<file path="config.mk">
export PLATFORM = sky130hd
export DESIGN_NAME = sync_slave_serial_port
export DESIGN_NICKNAME = d
export VERILOG_FILES = /design/src/rtl/sync_slave_pkg.sv /design/src/rtl/sync_slave_serial_port.sv
export SDC_FILE = /design/constraint.sdc
export NUM_CORES = 1
export LEC_CHECK = 0
export ABC_AREA = 1
export BUFFER_PORTS_ARGS = -buffer_cell sky130_fd_sc_hd__buf_2
export CAP_MARGIN = 20
export CORE_MARGIN = 2
export CORE_UTILIZATION = 45
export CTS_CLUSTER_SIZE = 16
export DETAILED_ROUTE_END_ITERATION = 16
export HOLD_SLACK_MARGIN = 0.02
export PLACE_DENSITY = 0.72
export SYNTH_ARGS = -nofsm -noshare
export SYNTH_HDL_FRONTEND = slang
export SYNTH_SLANG_ARGS = --single-unit
</file>
<file path="constraint.sdc">
create_clock -name sys_clk_i -period 3.3 [get_ports sys_clk_i]
set_clock_uncertainty 0.2 [all_clocks]
set_input_delay 0 -clock sys_clk_i [delete_from_list [all_inputs] [get_ports sys_clk_i]]
set_output_delay 0 -clock sys_clk_i [all_outputs]
set_load 0.005 [all_outputs]
</file>
<file path="src/rtl/sync_slave_pkg.sv">
// Constants for the synchronous slave serial port: register map, field positions, reset values, sizes
package sync_slave_pkg;
    localparam int ADDR_W = 4;
    localparam int DATA_W = 8;
    localparam int WORD_W = 9;
    // Register offsets (word index on the plain register port)
    localparam logic [3:0] RX_CTRL_ADDR = 4'h0;
    localparam logic [3:0] TX_CTRL_ADDR = 4'h1;
    localparam logic [3:0] BAUD_CTRL_ADDR = 4'h2;
    localparam logic [3:0] RX_DATA_ADDR = 4'h3;
    localparam logic [3:0] TX_DATA_ADDR = 4'h4;
    localparam logic [3:0] INT_EN_ADDR = 4'h5;
    localparam logic [3:0] FLAG_ADDR = 4'h6;
    localparam logic [3:0] PIN_CTRL0_ADDR = 4'h7;
    localparam logic [3:0] PIN_CTRL1_ADDR = 4'h8;
    // receive_status_control fields
    localparam int PORT_EN_BIT = 7;
    localparam int NINE_RX_BIT = 6;
    localparam int SINGLE_RX_BIT = 5;
    localparam int CONT_RX_BIT = 4;
    localparam int OVERRUN_BIT = 1;
    localparam int NINTH_RX_BIT = 0;
    // transmit_status_control fields
    localparam int CLK_SRC_BIT = 7;
    localparam int TX9_BIT = 6;
    localparam int TXEN_BIT = 5;
    localparam int SYNC_BIT = 4;
    localparam int TRMT_BIT = 1;
    localparam int TX9D_BIT = 0;
    // baud_control field: clock polarity
    localparam int SCKP_BIT = 4;
    // Interrupt enable and flag fields
    localparam int GLOBAL_IE_BIT = 7;
    localparam int PERIPH_IE_BIT = 6;
    localparam int RX_IE_BIT = 5;
    localparam int TX_IE_BIT = 4;
    localparam int RX_FLAG_BIT = 5;
    localparam int TX_FLAG_BIT = 4;
    // Alternate pin control fields
    localparam int DATA_SEL_BIT = 7;
    localparam int CLK_SEL_BIT = 0;
    // Word lengths as last bit index
    localparam logic [3:0] LAST8 = 4'h7;
    localparam logic [3:0] LAST9 = 4'h8;
    localparam logic [1:0] FIFO_DEPTH = 2'h2;
    localparam logic [7:0] CTRL_RST = 8'h00;
    localparam logic [7:0] READ_ZERO = 8'h00;
endpackage

</file>
<file path="src/rtl/sync_slave_serial_port.sv">
// Synchronous slave serial transceiver: register port, external-clock shift logic, receive FIFO
//
// Contract
// - Nine-bit option receives a ninth bit, shown in the status ninth-data field.
// - Words are accepted only while continuous receive is enabled.
// - Each received word sets receive-complete; interrupt only with receive enable.
// - Low eight bits go through a receive FIFO read via receive data.
// - Clearing continuous receive or port enable clears overrun; port enable resets port.
// - Port runs during sleep only in synchronous slave mode.
// - Both shift registers clocked solely by the external clock pin.
// - During sleep a completed received word sets the flag and wakes.
// - Reading receive data unloads it; flag clears when nothing pending.
// - After wake execution resumes; with global enable the service routine runs.
// - Writing transmit buffer clears empty flag; two writes fill shift and buffer.
// - During sleep transmit data shifts out with external clocks.
// - After shift register empties, buffer moves in, empty flag sets, wakes.
// - Buffer then accepts a new character, clearing the empty flag again.
// - Transmit wake needs transmit and peripheral interrupt enables.
// - Clock and data pins relocate by two alternate pin control registers.
// - With both receive enables clear the port transmits; it receives only with continuous receive set.
module sync_slave_serial_port (
    input wire logic sys_clk_i,
    input wire logic rst_n_i,
    input wire logic [3:0] addr_i,
    input wire logic [7:0] wdata_i,
    input wire logic wr_i,
    input wire logic rd_i,
    output logic [7:0] rdata_o,
    input wire logic sleep_i,
    input wire logic serial_clock_pin_pri_i,
    input wire logic serial_clock_pin_alt_i,
    input wire logic serial_data_pin_pri_i,
    input wire logic serial_data_pin_alt_i,
    output logic serial_data_pin_pri_o,
    output logic serial_data_pin_pri_oe_o,
    output logic serial_data_pin_alt_o,
    output logic serial_data_pin_alt_oe_o,
    output logic wake_o,
    output logic int_req_o
);
    logic rst_meta_ff;
    logic rst_sync_ff;
    logic [3:0] pin_meta_ff;
    logic [3:0] pin_sync_ff;
    logic ck_prev_ff;
    logic [7:0] rx_ctrl_ff;
    logic [7:0] tx_ctrl_ff;
    logic [7:0] baud_ctrl_ff;
    logic [7:0] int_en_ff;
    logic [7:0] pin_ctrl0_ff;
    logic [7:0] pin_ctrl1_ff;
    logic [8:0] rx_shift_ff;
    logic [3:0] rx_cnt_ff;
    logic overrun_ff;
    logic [8:0] fifo_ff [0:1];
    logic wr_ptr_ff;
    logic rd_ptr_ff;
    logic [1:0] fifo_cnt_ff;
    logic [8:0] txbuf_ff;
    logic [8:0] tx_shift_ff;
    logic txbuf_full_ff;
    logic tx_shift_full_ff;
    logic [3:0] tx_cnt_ff;
    logic [7:0] rdata_ff;
    logic data_out_ff;
    logic data_pri_oe_ff;
    logic data_alt_oe_ff;
    logic wake_ff;
    logic int_req_ff;

    wire rst_n = rst_sync_ff;

    // Reset release through two flops
    always_ff @(posedge sys_clk_i or negedge rst_n_i) begin
        if (!rst_n_i) begin
            rst_meta_ff <= 1'b0;
            rst_sync_ff <= 1'b0;
        end else begin
            rst_meta_ff <= 1'b1;
            rst_sync_ff <= rst_meta_ff;
        end
    end

    // Pins cross into sys_clk through two flops; only the second stage is read
    always_ff @(posedge sys_clk_i or negedge rst_n) begin
        if (!rst_n) begin
            pin_meta_ff <= 4'h0;
            pin_sync_ff <= 4'h0;
        end else begin
            pin_meta_ff <= {serial_data_pin_alt_i, serial_data_pin_pri_i,
                            serial_clock_pin_alt_i, serial_clock_pin_pri_i};
            pin_sync_ff <= pin_meta_ff;
        end
    end

    // Control fields
    wire port_en = rx_ctrl_ff[sync_slave_pkg::PORT_EN_BIT];
    wire nine_rx = rx_ctrl_ff[sync_slave_pkg::NINE_RX_BIT];
    wire single_rx = rx_ctrl_ff[sync_slave_pkg::SINGLE_RX_BIT];
    wire cont_rx = rx_ctrl_ff[sync_slave_pkg::CONT_RX_BIT];
    wire clk_src = tx_ctrl_ff[sync_slave_pkg::CLK_SRC_BIT];
    wire tx9 = tx_ctrl_ff[sync_slave_pkg::TX9_BIT];
    wire txen = tx_ctrl_ff[sync_slave_pkg::TXEN_BIT];
    wire sync_mode = tx_ctrl_ff[sync_slave_pkg::SYNC_BIT];
    wire tx9d = tx_ctrl_ff[sync_slave_pkg::TX9D_BIT];
    wire sckp = baud_ctrl_ff[sync_slave_pkg::SCKP_BIT];
    wire global_ie = int_en_ff[sync_slave_pkg::GLOBAL_IE_BIT];
    wire periph_ie = int_en_ff[sync_slave_pkg::PERIPH_IE_BIT];
    wire rx_ie = int_en_ff[sync_slave_pkg::RX_IE_BIT];
    wire tx_ie = int_en_ff[sync_slave_pkg::TX_IE_BIT];

    wire data_sel = pin_ctrl0_ff[sync_slave_pkg::DATA_SEL_BIT];
    wire clk_sel = pin_ctrl1_ff[sync_slave_pkg::CLK_SEL_BIT];
    wire ck_pol = (clk_sel ? pin_sync_ff[1] : pin_sync_ff[0]) ^ sckp;
    wire din = data_sel ? pin_sync_ff[3] : pin_sync_ff[2];
    wire ck_fall = ck_prev_ff & ~ck_pol;

    // only slave mode with external clock runs; no sys-clock shift source exists
    wire slave = port_en & sync_mode & ~clk_src;
    wire rx_mode = single_rx | cont_rx;
    wire rx_run = slave & cont_rx;
    wire tx_run = slave & ~rx_mode & txen;

    // Bus decode
    wire wr_rx_ctrl = wr_i & (addr_i == sync_slave_pkg::RX_CTRL_ADDR);
    wire wr_tx_ctrl = wr_i & (addr_i == sync_slave_pkg::TX_CTRL_ADDR);
    wire wr_baud = wr_i & (addr_i == sync_slave_pkg::BAUD_CTRL_ADDR);
    wire wr_txdata = wr_i & (addr_i == sync_slave_pkg::TX_DATA_ADDR) & port_en;
    wire wr_int_en = wr_i & (addr_i == sync_slave_pkg::INT_EN_ADDR);
    wire wr_pin0 = wr_i & (addr_i == sync_slave_pkg::PIN_CTRL0_ADDR);
    wire wr_pin1 = wr_i & (addr_i == sync_slave_pkg::PIN_CTRL1_ADDR);

    // Receive datapath
    wire fifo_empty = (fifo_cnt_ff == 2'h0);
    wire fifo_full = (fifo_cnt_ff == sync_slave_pkg::FIFO_DEPTH);
    wire [8:0] fifo_head = fifo_ff[rd_ptr_ff];
    wire [3:0] rx_last = nine_rx ? sync_slave_pkg::LAST9 : sync_slave_pkg::LAST8;
    wire rx_done = rx_run & ck_fall & (rx_cnt_ff == rx_last);
    wire [8:0] rx_word = rx_shift_ff | 9'({8'h00, din} << rx_cnt_ff);
    wire rx_push = rx_done & ~fifo_full & ~overrun_ff;
    wire rx_overrun = rx_done & (fifo_full | overrun_ff);
    wire rd_rxdata = rd_i & (addr_i == sync_slave_pkg::RX_DATA_ADDR);
    wire rx_pop = rd_rxdata & ~fifo_empty;
    wire rx_flag = ~fifo_empty;

    // Transmit datapath
    wire [3:0] tx_last = tx9 ? sync_slave_pkg::LAST9 : sync_slave_pkg::LAST8;
    wire tx_shift = tx_run & tx_shift_full_ff & ck_fall;
    wire tx_end = tx_shift & (tx_cnt_ff == tx_last);
    wire tx_load = tx_run & ~tx_shift_full_ff & txbuf_full_ff;
    wire tx_flag = ~txbuf_full_ff;
    wire trmt = ~tx_shift_full_ff;

    // Interrupt sources
    // receive interrupt gated by its enable
    wire rx_int = rx_flag & rx_ie;
    wire tx_int = tx_flag & tx_ie & periph_ie;

    wire [7:0] rx_ctrl_rd = {rx_ctrl_ff[7:4], 2'b00, overrun_ff, fifo_head[8] & rx_flag};
    wire [7:0] tx_ctrl_rd = {tx_ctrl_ff[7:2], trmt, tx_ctrl_ff[0]};
    wire [7:0] flag_rd = {2'b00, rx_flag, tx_flag, 4'h0};
    wire [7:0] rd_mux = (addr_i == sync_slave_pkg::RX_CTRL_ADDR) ? rx_ctrl_rd :
                        (addr_i == sync_slave_pkg::TX_CTRL_ADDR) ? tx_ctrl_rd :
                        (addr_i == sync_slave_pkg::BAUD_CTRL_ADDR) ? baud_ctrl_ff :
                        (addr_i == sync_slave_pkg::RX_DATA_ADDR) ? fifo_head[7:0] :
                        (addr_i == sync_slave_pkg::INT_EN_ADDR) ? int_en_ff :
                        (addr_i == sync_slave_pkg::FLAG_ADDR) ? flag_rd :
                        (addr_i == sync_slave_pkg::PIN_CTRL0_ADDR) ? pin_ctrl0_ff :
                        (addr_i == sync_slave_pkg::PIN_CTRL1_ADDR) ? pin_ctrl1_ff :
                        sync_slave_pkg::READ_ZERO;

    // Software registers; status bits read back from logic, not stored here
    always_ff @(posedge sys_clk_i or negedge rst_n) begin
        if (!rst_n) begin
            rx_ctrl_ff <= sync_slave_pkg::CTRL_RST;
            tx_ctrl_ff <= sync_slave_pkg::CTRL_RST;
            baud_ctrl_ff <= sync_slave_pkg::CTRL_RST;
            int_en_ff <= sync_slave_pkg::CTRL_RST;
            pin_ctrl0_ff <= sync_slave_pkg::CTRL_RST;
            pin_ctrl1_ff <= sync_slave_pkg::CTRL_RST;
        end else begin
            if (wr_rx_ctrl) rx_ctrl_ff <= {wdata_i[7:4], 4'h0};
            if (wr_tx_ctrl) tx_ctrl_ff <= {wdata_i[7:2], 1'b0, wdata_i[0]};
            if (wr_baud) baud_ctrl_ff <= wdata_i & 8'h10;
            if (wr_int_en) int_en_ff <= wdata_i & 8'hF0;
            if (wr_pin0) pin_ctrl0_ff <= wdata_i & 8'h80;
            if (wr_pin1) pin_ctrl1_ff <= wdata_i & 8'h01;
        end
    end

    // Read data valid only in the cycle after the strobe
    always_ff @(posedge sys_clk_i or negedge rst_n) begin
        if (!rst_n) rdata_ff <= sync_slave_pkg::READ_ZERO;
        else rdata_ff <= rd_i ? rd_mux : sync_slave_pkg::READ_ZERO;
    end

    always_ff @(posedge sys_clk_i or negedge rst_n) begin
        if (!rst_n) ck_prev_ff <= 1'b0;
        else ck_prev_ff <= ck_pol;
    end

    // receive shift, sampled on the master's falling edge
    always_ff @(posedge sys_clk_i or negedge rst_n) begin
        if (!rst_n) begin
            rx_shift_ff <= 9'h000;
            rx_cnt_ff <= 4'h0;
        end else if (!rx_run || rx_done) begin
            rx_shift_ff <= 9'h000;
            rx_cnt_ff <= 4'h0;
        end else if (ck_fall) begin
            rx_shift_ff <= rx_word;
            rx_cnt_ff <= rx_cnt_ff + 4'h1;
        end
    end

    // overrun cleared by either enable; set wins over nothing since clear is a level
    always_ff @(posedge sys_clk_i or negedge rst_n) begin
        if (!rst_n) overrun_ff <= 1'b0;
        else if (!cont_rx || !port_en) overrun_ff <= 1'b0;
        else if (rx_overrun) overrun_ff <= 1'b1;
    end

    // two-word receive FIFO, ninth bit stored beside the byte
    always_ff @(posedge sys_clk_i) begin
        if (rx_push) fifo_ff[wr_ptr_ff] <= nine_rx ? rx_word : {1'b0, rx_word[7:0]};
    end

    // port enable low clears the FIFO
    always_ff @(posedge sys_clk_i or negedge rst_n) begin
        if (!rst_n) begin
            wr_ptr_ff <= 1'b0;
            rd_ptr_ff <= 1'b0;
            fifo_cnt_ff <= 2'h0;
        end else if (!port_en) begin
            wr_ptr_ff <= 1'b0;
            rd_ptr_ff <= 1'b0;
            fifo_cnt_ff <= 2'h0;
        end else begin
            if (rx_push) wr_ptr_ff <= ~wr_ptr_ff;
            if (rx_pop) rd_ptr_ff <= ~rd_ptr_ff;
            fifo_cnt_ff <= fifo_cnt_ff + {1'b0, rx_push} - {1'b0, rx_pop};
        end
    end

    // transmit buffer; a write while loading keeps it full
    always_ff @(posedge sys_clk_i or negedge rst_n) begin
        if (!rst_n) begin
            txbuf_ff <= 9'h000;
            txbuf_full_ff <= 1'b0;
        end else if (!port_en) begin
            txbuf_full_ff <= 1'b0;
        end else if (wr_txdata) begin
            txbuf_ff <= {tx9d, wdata_i};
            txbuf_full_ff <= 1'b1;
        end else if (tx_load) begin
            txbuf_full_ff <= 1'b0;
        end
    end

    // shift register advances on the master's sample edge, reloads when empty
    always_ff @(posedge sys_clk_i or negedge rst_n) begin
        if (!rst_n) begin
            tx_shift_ff <= 9'h000;
            tx_shift_full_ff <= 1'b0;
            tx_cnt_ff <= 4'h0;
        end else if (!port_en) begin
            tx_shift_full_ff <= 1'b0;
            tx_cnt_ff <= 4'h0;
        end else if (tx_load) begin
            tx_shift_ff <= txbuf_ff;
            tx_shift_full_ff <= 1'b1;
            tx_cnt_ff <= 4'h0;
        end else if (tx_end) begin
            tx_shift_full_ff <= 1'b0;
            tx_cnt_ff <= 4'h0;
        end else if (tx_shift) begin
            tx_shift_ff <= {1'b0, tx_shift_ff[8:1]};
            tx_cnt_ff <= tx_cnt_ff + 4'h1;
        end
    end

    // Pin drive and wake outputs are registered so glitches never reach the pads
    always_ff @(posedge sys_clk_i or negedge rst_n) begin
        if (!rst_n) begin
            data_out_ff <= 1'b0;
            data_pri_oe_ff <= 1'b0;
            data_alt_oe_ff <= 1'b0;
            wake_ff <= 1'b0;
            int_req_ff <= 1'b0;
        end else begin
            data_out_ff <= tx_shift_ff[0];
            data_pri_oe_ff <= tx_run & ~data_sel;
            data_alt_oe_ff <= tx_run & data_sel;
            wake_ff <= sleep_i & (rx_int | tx_int);
            // service request only with global enable
            int_req_ff <= global_ie & (rx_int | tx_int);
        end
    end

    assign rdata_o = rdata_ff;
    assign serial_data_pin_pri_o = data_out_ff;
    assign serial_data_pin_alt_o = data_out_ff;
    assign serial_data_pin_pri_oe_o = data_pri_oe_ff;
    assign serial_data_pin_alt_oe_o = data_alt_oe_ff;
    assign wake_o = wake_ff;
    assign int_req_o = int_req_ff;
endmodule

</file>
==> results.yml, run 1 <==
detailed_routing:
  wire_per_inst_um: 13.7
  via_per_inst: 4.92
  postRouteAntennaNets: 0
  wirelength_um: 9510
  drtIter0Drc: 228
  route.vias.total: 3422
  drt_pre_antenna_iters: 4
  route.detailed.drc: 0
critical_path:
  start_kind: "flip-flop"
  cp_max_fo: 12
  cp.arrival_ns: 2.38
  slowest_stage: "dfrtp_1"
  cp_slowest_stage_delay_ns: 0.63
  cpMostUsedCell: "nor2_1"
  critPathBufInv: 0
  path_class: "reg2reg"
  end_kind: "flip-flop"
  required_ns: 3.11
  cp_top_family: "simple AND/OR/NAND/NOR gates"
  cp_cell_sequence: "nand3_1 -> nor2_1 -> nand4_2 -> nor2_1"
synth:
  yosys.area.top_type: "dfrtp_1"
  async_flop_share_pct: 82.4
  syn_inst: 491
  ys_seq_area_share_pct: 59.2
  synth_warnings: 0
  synth_top_area_share_pct: 47.1
  synth_common_cells: "nand2_1, dfrtp_1, inv_1"
  synth_cell_types: 39
  ys_ff_latch: 102
  syn_area_sq_um: 4470
  synth_most_common_cell: "nand2_1"
  yosys-top-cells-area: "dfrtp_1, edfxtp_1, nand2_1"
  ys.flop_type: "dfrtp_1"
  synth_edf_count: 18
  syn_nets: 516
  syn_area_per_cell_sq_um: 9.09
power_and_ir_drop:
  ir_drop_v: 0.000254
  power_density_nw_per_um2: 471
  p_leak_uw: 0.00244
  power_uw: 2480
final_layout:
  layout.nets: 582
  multi_input_area_sq_um: 1510
  area_growth_pct: 18.0
  diodes: 0
  drive_gt1_share_pct: 12.5
  seq_area_sq_um: 2650
  fill_cells: 861
  stdcell_area_sq_um: 5270
sta:
  slew_headroom_pct: 48.2
  setup_viol: 0
  period_share_pct: 77.8
  min_period_ns: 2.57
  finalSetupTns_ns: 0
  tightestPinTransition_ns: 0.772
  slew_violations: 0
  rsz0062_at_grt: "false"
  finalWorstSetupSlack_ns: 0.733
  hold_violations: 0
  max_freq_mhz: 390
floorplan:
  ioPinCount: 35
  die_h_um: 104
  die_x_um: 104
  dieArea_sq_um: 10700
  rows: 36
  start_util_pct: 46.1
  core_area_sq_um: 9680
job:
  maxCapViolCount: 0
placed_design:
  portBuffers: 34
  dpl-instance-area_sq_um: 4770
  pre_cts_ws_ns: 0.763
  gp_congestion: 0.871
  dp_hpwl_um: 6690
global_routing:
  grt_max_degree: 83
  grt_pass1_vias: 3339
  grt_overflow: 0
  antenna_found_initial: 0
  grt.total_usage_pct: 19.0
  grt_pass1_wl_um: 16200
clock_tree:
  post_cts_resized: 0
  cts_buffers: 9
  clk_path_buf_depth: 2
  cts_root_buf: "clkbuf_8"
  cts.clk_slew.worst_paths_ns: 0.11
  clock-sinks: 102
  h-tree-depth: 3
  cts_tree: "yes"
  worstSkewPairLatency_ns: 0.38
outcome:
  status: "finished, final reports clean"
worst_hold_path:
  worstHoldPathType: "reg2async"
==> layout make-up <==
| cell class | count | share of cell area (%) |
|---|---|---|
| sequential | 102 | 50.2 |
| timing repair buffer | 64 | 9.22 |
| tap | 133 | 3.16 |
| clock inverter | 6 | 1.19 |
| inverter | 71 | 5.06 |
| multi-input combinational | 309 | 28.7 |
| clock buffer | 10 | 2.42 |
==> per-layer routing <==
layer	wire [um]	up-vias	track usage (%)
met5	0	-	0
met4	221	0	7.82
met3	283	17	3.78
met2	4720	54	31.1
met1	4290	1638	24.8
li1	-	1713	-
==> worst paths after layout <==
kind | slack [ns] | endpoint | cells after the start | startpoint
worst max-delay path | 0.73 | fifo_ff[0][2] | 4 | rx_ctrl_ff[7]
worst min-delay path | 0.005 | int_en_ff[6] | 0 | rst_n
min in group sys_clk_i | 0.07 | pin_meta_ff[1] | 2 | serial_clock_pin_alt_i
max in group asynchronous | 2.28 | tx_cnt_ff[0] | 1 | rst_n
worst min register to register | 0.005 | int_en_ff[6] | 0 | rst_n
worst max register to register | 0.73 | fifo_ff[0][2] | 4 | rx_ctrl_ff[7]
==> through the flow <==
stage	util (%)	cells	hold slack (ns)
floorplan	-	491	-0.496
global placement	49.3	650	-0.416
detailed placement	49.3	650	-0.413
CTS	54.1	694	0.0484
global route	54.4	695	0.0255
finish	54.4	695	0.00545
==> cell usage in the layout, fill, tap and decap left out, drive strengths merged <==
cell         count
clkbuf          10
conb             1
clkinv           3
nand2          123
mux2             2
ha               4
dfrtp           84
nor2            46
inv             74
o21ai           64
buf             36
o311a            1
o22ai            1
o21bai           1
a31o             1
a32oi            1
mux2i            1
edfxtp          18
a211oi           2
or2              2
a21oi           14
dlygate4sd3     28
xnor2            1
o211ai           2
nand4            6
nand3           23
nor3             5
nor3b            1
xor2             2
a31oi            5
==> repair_timing <==
| action | CTS | global route |
|---|---|---|
| hold endpoints to repair | 41 | 0 |
| buffers inserted | 0 | 0 |
| hold buffers | 28 | 0 |
==> power by group <==
part	switching [uW]	leakage, uW	total (uW)	internal (uW)
Clock	462	0.0000965	757	296
Sequential	69.8	0.00124	1440	1370
Combinational	175	0.00110	279	104
==> kinds of logic (layout without fill, tap and decap cells) <==
family | Yosys count | count (layout) | share of synthesized area, %
adder cells (fa/ha/maj) | 4 | 4 | 1.12
multiplexers | 3 | 3 | 0.728
AO/OA/AOI/OAI | 92 | 92 | 11.0
flip-flops | 102 | 102 | 59.2
AND/OR/NAND/NOR | 206 | 206 | 20.3
buffers and inverters | 80 | 151 | 6.95
XOR/XNOR | 3 | 3 | 0.589
other | 1 | 1 | 0.0840
==> state kept, by name, indices dropped and copies added (netlist names), 2 cells and up <==
name and cells:
fifo_cnt_ff 2, fifo_ff 18, int_en_ff 4, pin_meta_ff 4, pin_sync_ff 4, rdata_o 8
rx_cnt_ff 4, rx_ctrl_ff 4, rx_shift_ff 9, tx_cnt_ff 4, tx_ctrl_ff 7, tx_shift_ff 9
txbuf_ff 9
(Power assumes the default switching activity.)
==> run 2, diff against run 1 <==
--- a/config.mk
+++ b/config.mk
@@ -13,7 +13,7 @@
 export CTS_CLUSTER_SIZE = 16
 export DETAILED_ROUTE_END_ITERATION = 16
 export HOLD_SLACK_MARGIN = 0.02
-export PLACE_DENSITY = 0.72
+export PLACE_DENSITY = 0.74
 export SYNTH_ARGS = -nofsm -noshare
 export SYNTH_HDL_FRONTEND = slang
 export SYNTH_SLANG_ARGS = --single-unit
==> constraint.sdc (replaced) <==
create_clock -name sys_clk_i -period 2.15 [get_ports sys_clk_i]
set_clock_uncertainty 0.2 [all_clocks]
set_input_delay 0 -clock sys_clk_i [delete_from_list [all_inputs] [get_ports sys_clk_i]]
set_output_delay 0 -clock sys_clk_i [all_outputs]
set_load 0.005 [all_outputs]
==> results.yml, run 2 (synthesis gave the netlist of run 1 again) <==
final_layout:
  stdcell_area_sq_um: 5450
  layout.nets: 603
  drive_gt1_share_pct: 15.1
  final_common_cell: "nand2_1"
  fill_cells: 852
  largest-register: "fifo_ff"
  diodes: 0
  seq_area_sq_um: 2650
  final_cell_mix: "nand2_1, dfrtp_1, inv_1"
  area_growth_pct: 22.1
  fin_util_pct: 56.3
  multi_input_area_sq_um: 1530
  largest_reg_flops: 18
clock_tree:
  cts_buffers: 9
  cts_root_buf: "clkbuf_8"
  h-tree-depth: 3
  cts.clk_slew.worst_paths_ns: 0.10
  clock-sinks: 102
  cts_tree: "yes"
  clk_path_buf_depth: 2
  worstSkewPairLatency_ns: 0.37
global_routing:
  gr-usage-met3_pct: 4.41
  grt.total_usage_pct: 19.8
  antenna_found_initial: 0
  gr-max-usage-layer: "met2"
  grt_max_degree: 44
  grt_use_met1_pct: 24.8
  grt_pass1_vias: 3618
  grt_overflow: 0
  grtUsageMet2_pct: 34.1
  grt_pass1_wl_um: 17300
sta:
  finalWorstSetupSlack_ns: 0.113
  setup_viol: 0
  period_share_pct: 94.7
  slew_violations: 0
  tightestPinTransition_ns: 0.563
  max_freq_mhz: 491
  slew_headroom_pct: 62.4
  hold_violations: 0
  min_period_ns: 2.04
floorplan:
  rows: 36
  ioPinCount: 35
  start_util_pct: 46.1
  die_h_um: 104
  core_area_sq_um: 9680
  die_x_um: 104
  dieArea_sq_um: 10700
detailed_routing:
  via_per_inst: 5.04
  route.vias.total: 3610
  drt_pre_antenna_iters: 5
  drtIter0Drc: 280
  postRouteAntennaNets: 0
  wirelength_um: 9960
  wire_per_inst_um: 13.9
  route.detailed.drc: 0
critical_path:
  crit_start: "tx_ctrl_ff[7]"
  cp.arrival_ns: 2.13
  cp_cell_sequence: "inv_1 -> nand3_1 -> nor2_1 -> nand4_2 -> ha_1 -> inv_1 -> ha_1 -> xor2_1 -> nor2_1"
  cp_max_fo: 3
  required_ns: 2.25
  path_class: "reg2reg"
  slowest_stage: "dfrtp_1"
  end_kind: "flip-flop"
  start_kind: "flip-flop"
  cp_slowest_stage_delay_ns: 0.41
  timing.rr.start: "tx_ctrl_ff[7]"
power_and_ir_drop:
  power_uw: 3860
  p_leak_uw: 0.00254
  power_density_nw_per_um2: 708
  ir_drop_v: 0.000435
placed_design:
  pre_cts_ws_ns: 0.0681
  dp_hpwl_um: 6920
  gp_congestion: 0.917
  dpl-instance-area_sq_um: 4870
  portBuffers: 34
worst_hold_path:
  min-delay-start: "addr_i[1]"
  worstHoldPathType: "in2reg"
outcome:
  status: "finished, final reports clean"
job:
  maxCapViolCount: 0
[run 2: cell count changes in the layout (fill, tap and decap cells not counted), moves of 2 or more]
cell,delta
inv_8,+2
buf_4,+12
nor2_2,+2
inv_6,-2
nor2_1,-2
dlygate4sd3_1,+9
[run 2: area by class of cell]
class	instances	share of cell area, %
repair buffers	85	12.1
clock buffers	9	2.27
flip-flops and latches	102	48.6
inverters	71	4.89
clock inverters	7	1.15
multi-input cells	309	28.0
well taps	133	3.05
[run 2: where the power goes]
part,total [uW],switching (uW),internal [uW]
registers,2210,104,2110
logic,483,287,196
clock network,1160,708,451
[run 2: path summary, 6_finish.rpt]
kind | endpoint | slack, ns | cells past startpoint
setup / recovery | fifo_cnt_ff[1] | 0.11 | 9
min in group asynchronous | rx_cnt_ff[2] | 0.13 | 0
max in group asynchronous | overrun_ff | 1.04 | 1
hold / removal | rdata_o[7] | 0.01 | 5
setup reg to reg | fifo_cnt_ff[1] | 0.11 | 9
hold reg to reg | rx_cnt_ff[2] | 0.13 | 0
[run 2: metrics by stage]
| step | hold slack, ns | std cells | TNS [ns] |
|---|---|---|---|
| finish | 0.0120 | 716 | 0 |
| floorplan | -0.496 | 491 | 0 |
| CTS | 0.0396 | 715 | 0 |
| global route | 0.0625 | 716 | -0.00949 |
| global placement | -0.415 | 662 | 0 |
| detailed placement | -0.413 | 662 | 0 |
[run 2: worst max-delay path, delay by kind of cell (launching register included)]
kind	cells	cell delay (ns)
xor gates and xnor gates	1	0.15
buffers and inverters	2	0.10
adders and majority gates	2	0.46
and+or+nand+nor	4	0.64
DFF	1	0.41
[run 2: metal layers]
| metal | vias to the layer above | wire length [um] | part of all wire [%] |
|---|---|---|---|
| met5 | - | 0 | 0 |
| met4 | 0 | 282 | 2.8 |
| met3 | 24 | 458 | 4.6 |
| met2 | 114 | 4990 | 50 |
| met1 | 1712 | 4230 | 42 |
| li1 | 1760 | - | - |
[run 2: what timing repair did]
| item | CTS | global route |
|---|---|---|
| gates resized for setup | 0 | 5 |
| setup endpoints to repair | 0 | 10 |
| endpoints found under the hold margin | 42 | 0 |
| buffers inserted | 0 | 1 |
| hold buffers | 37 | 0 |
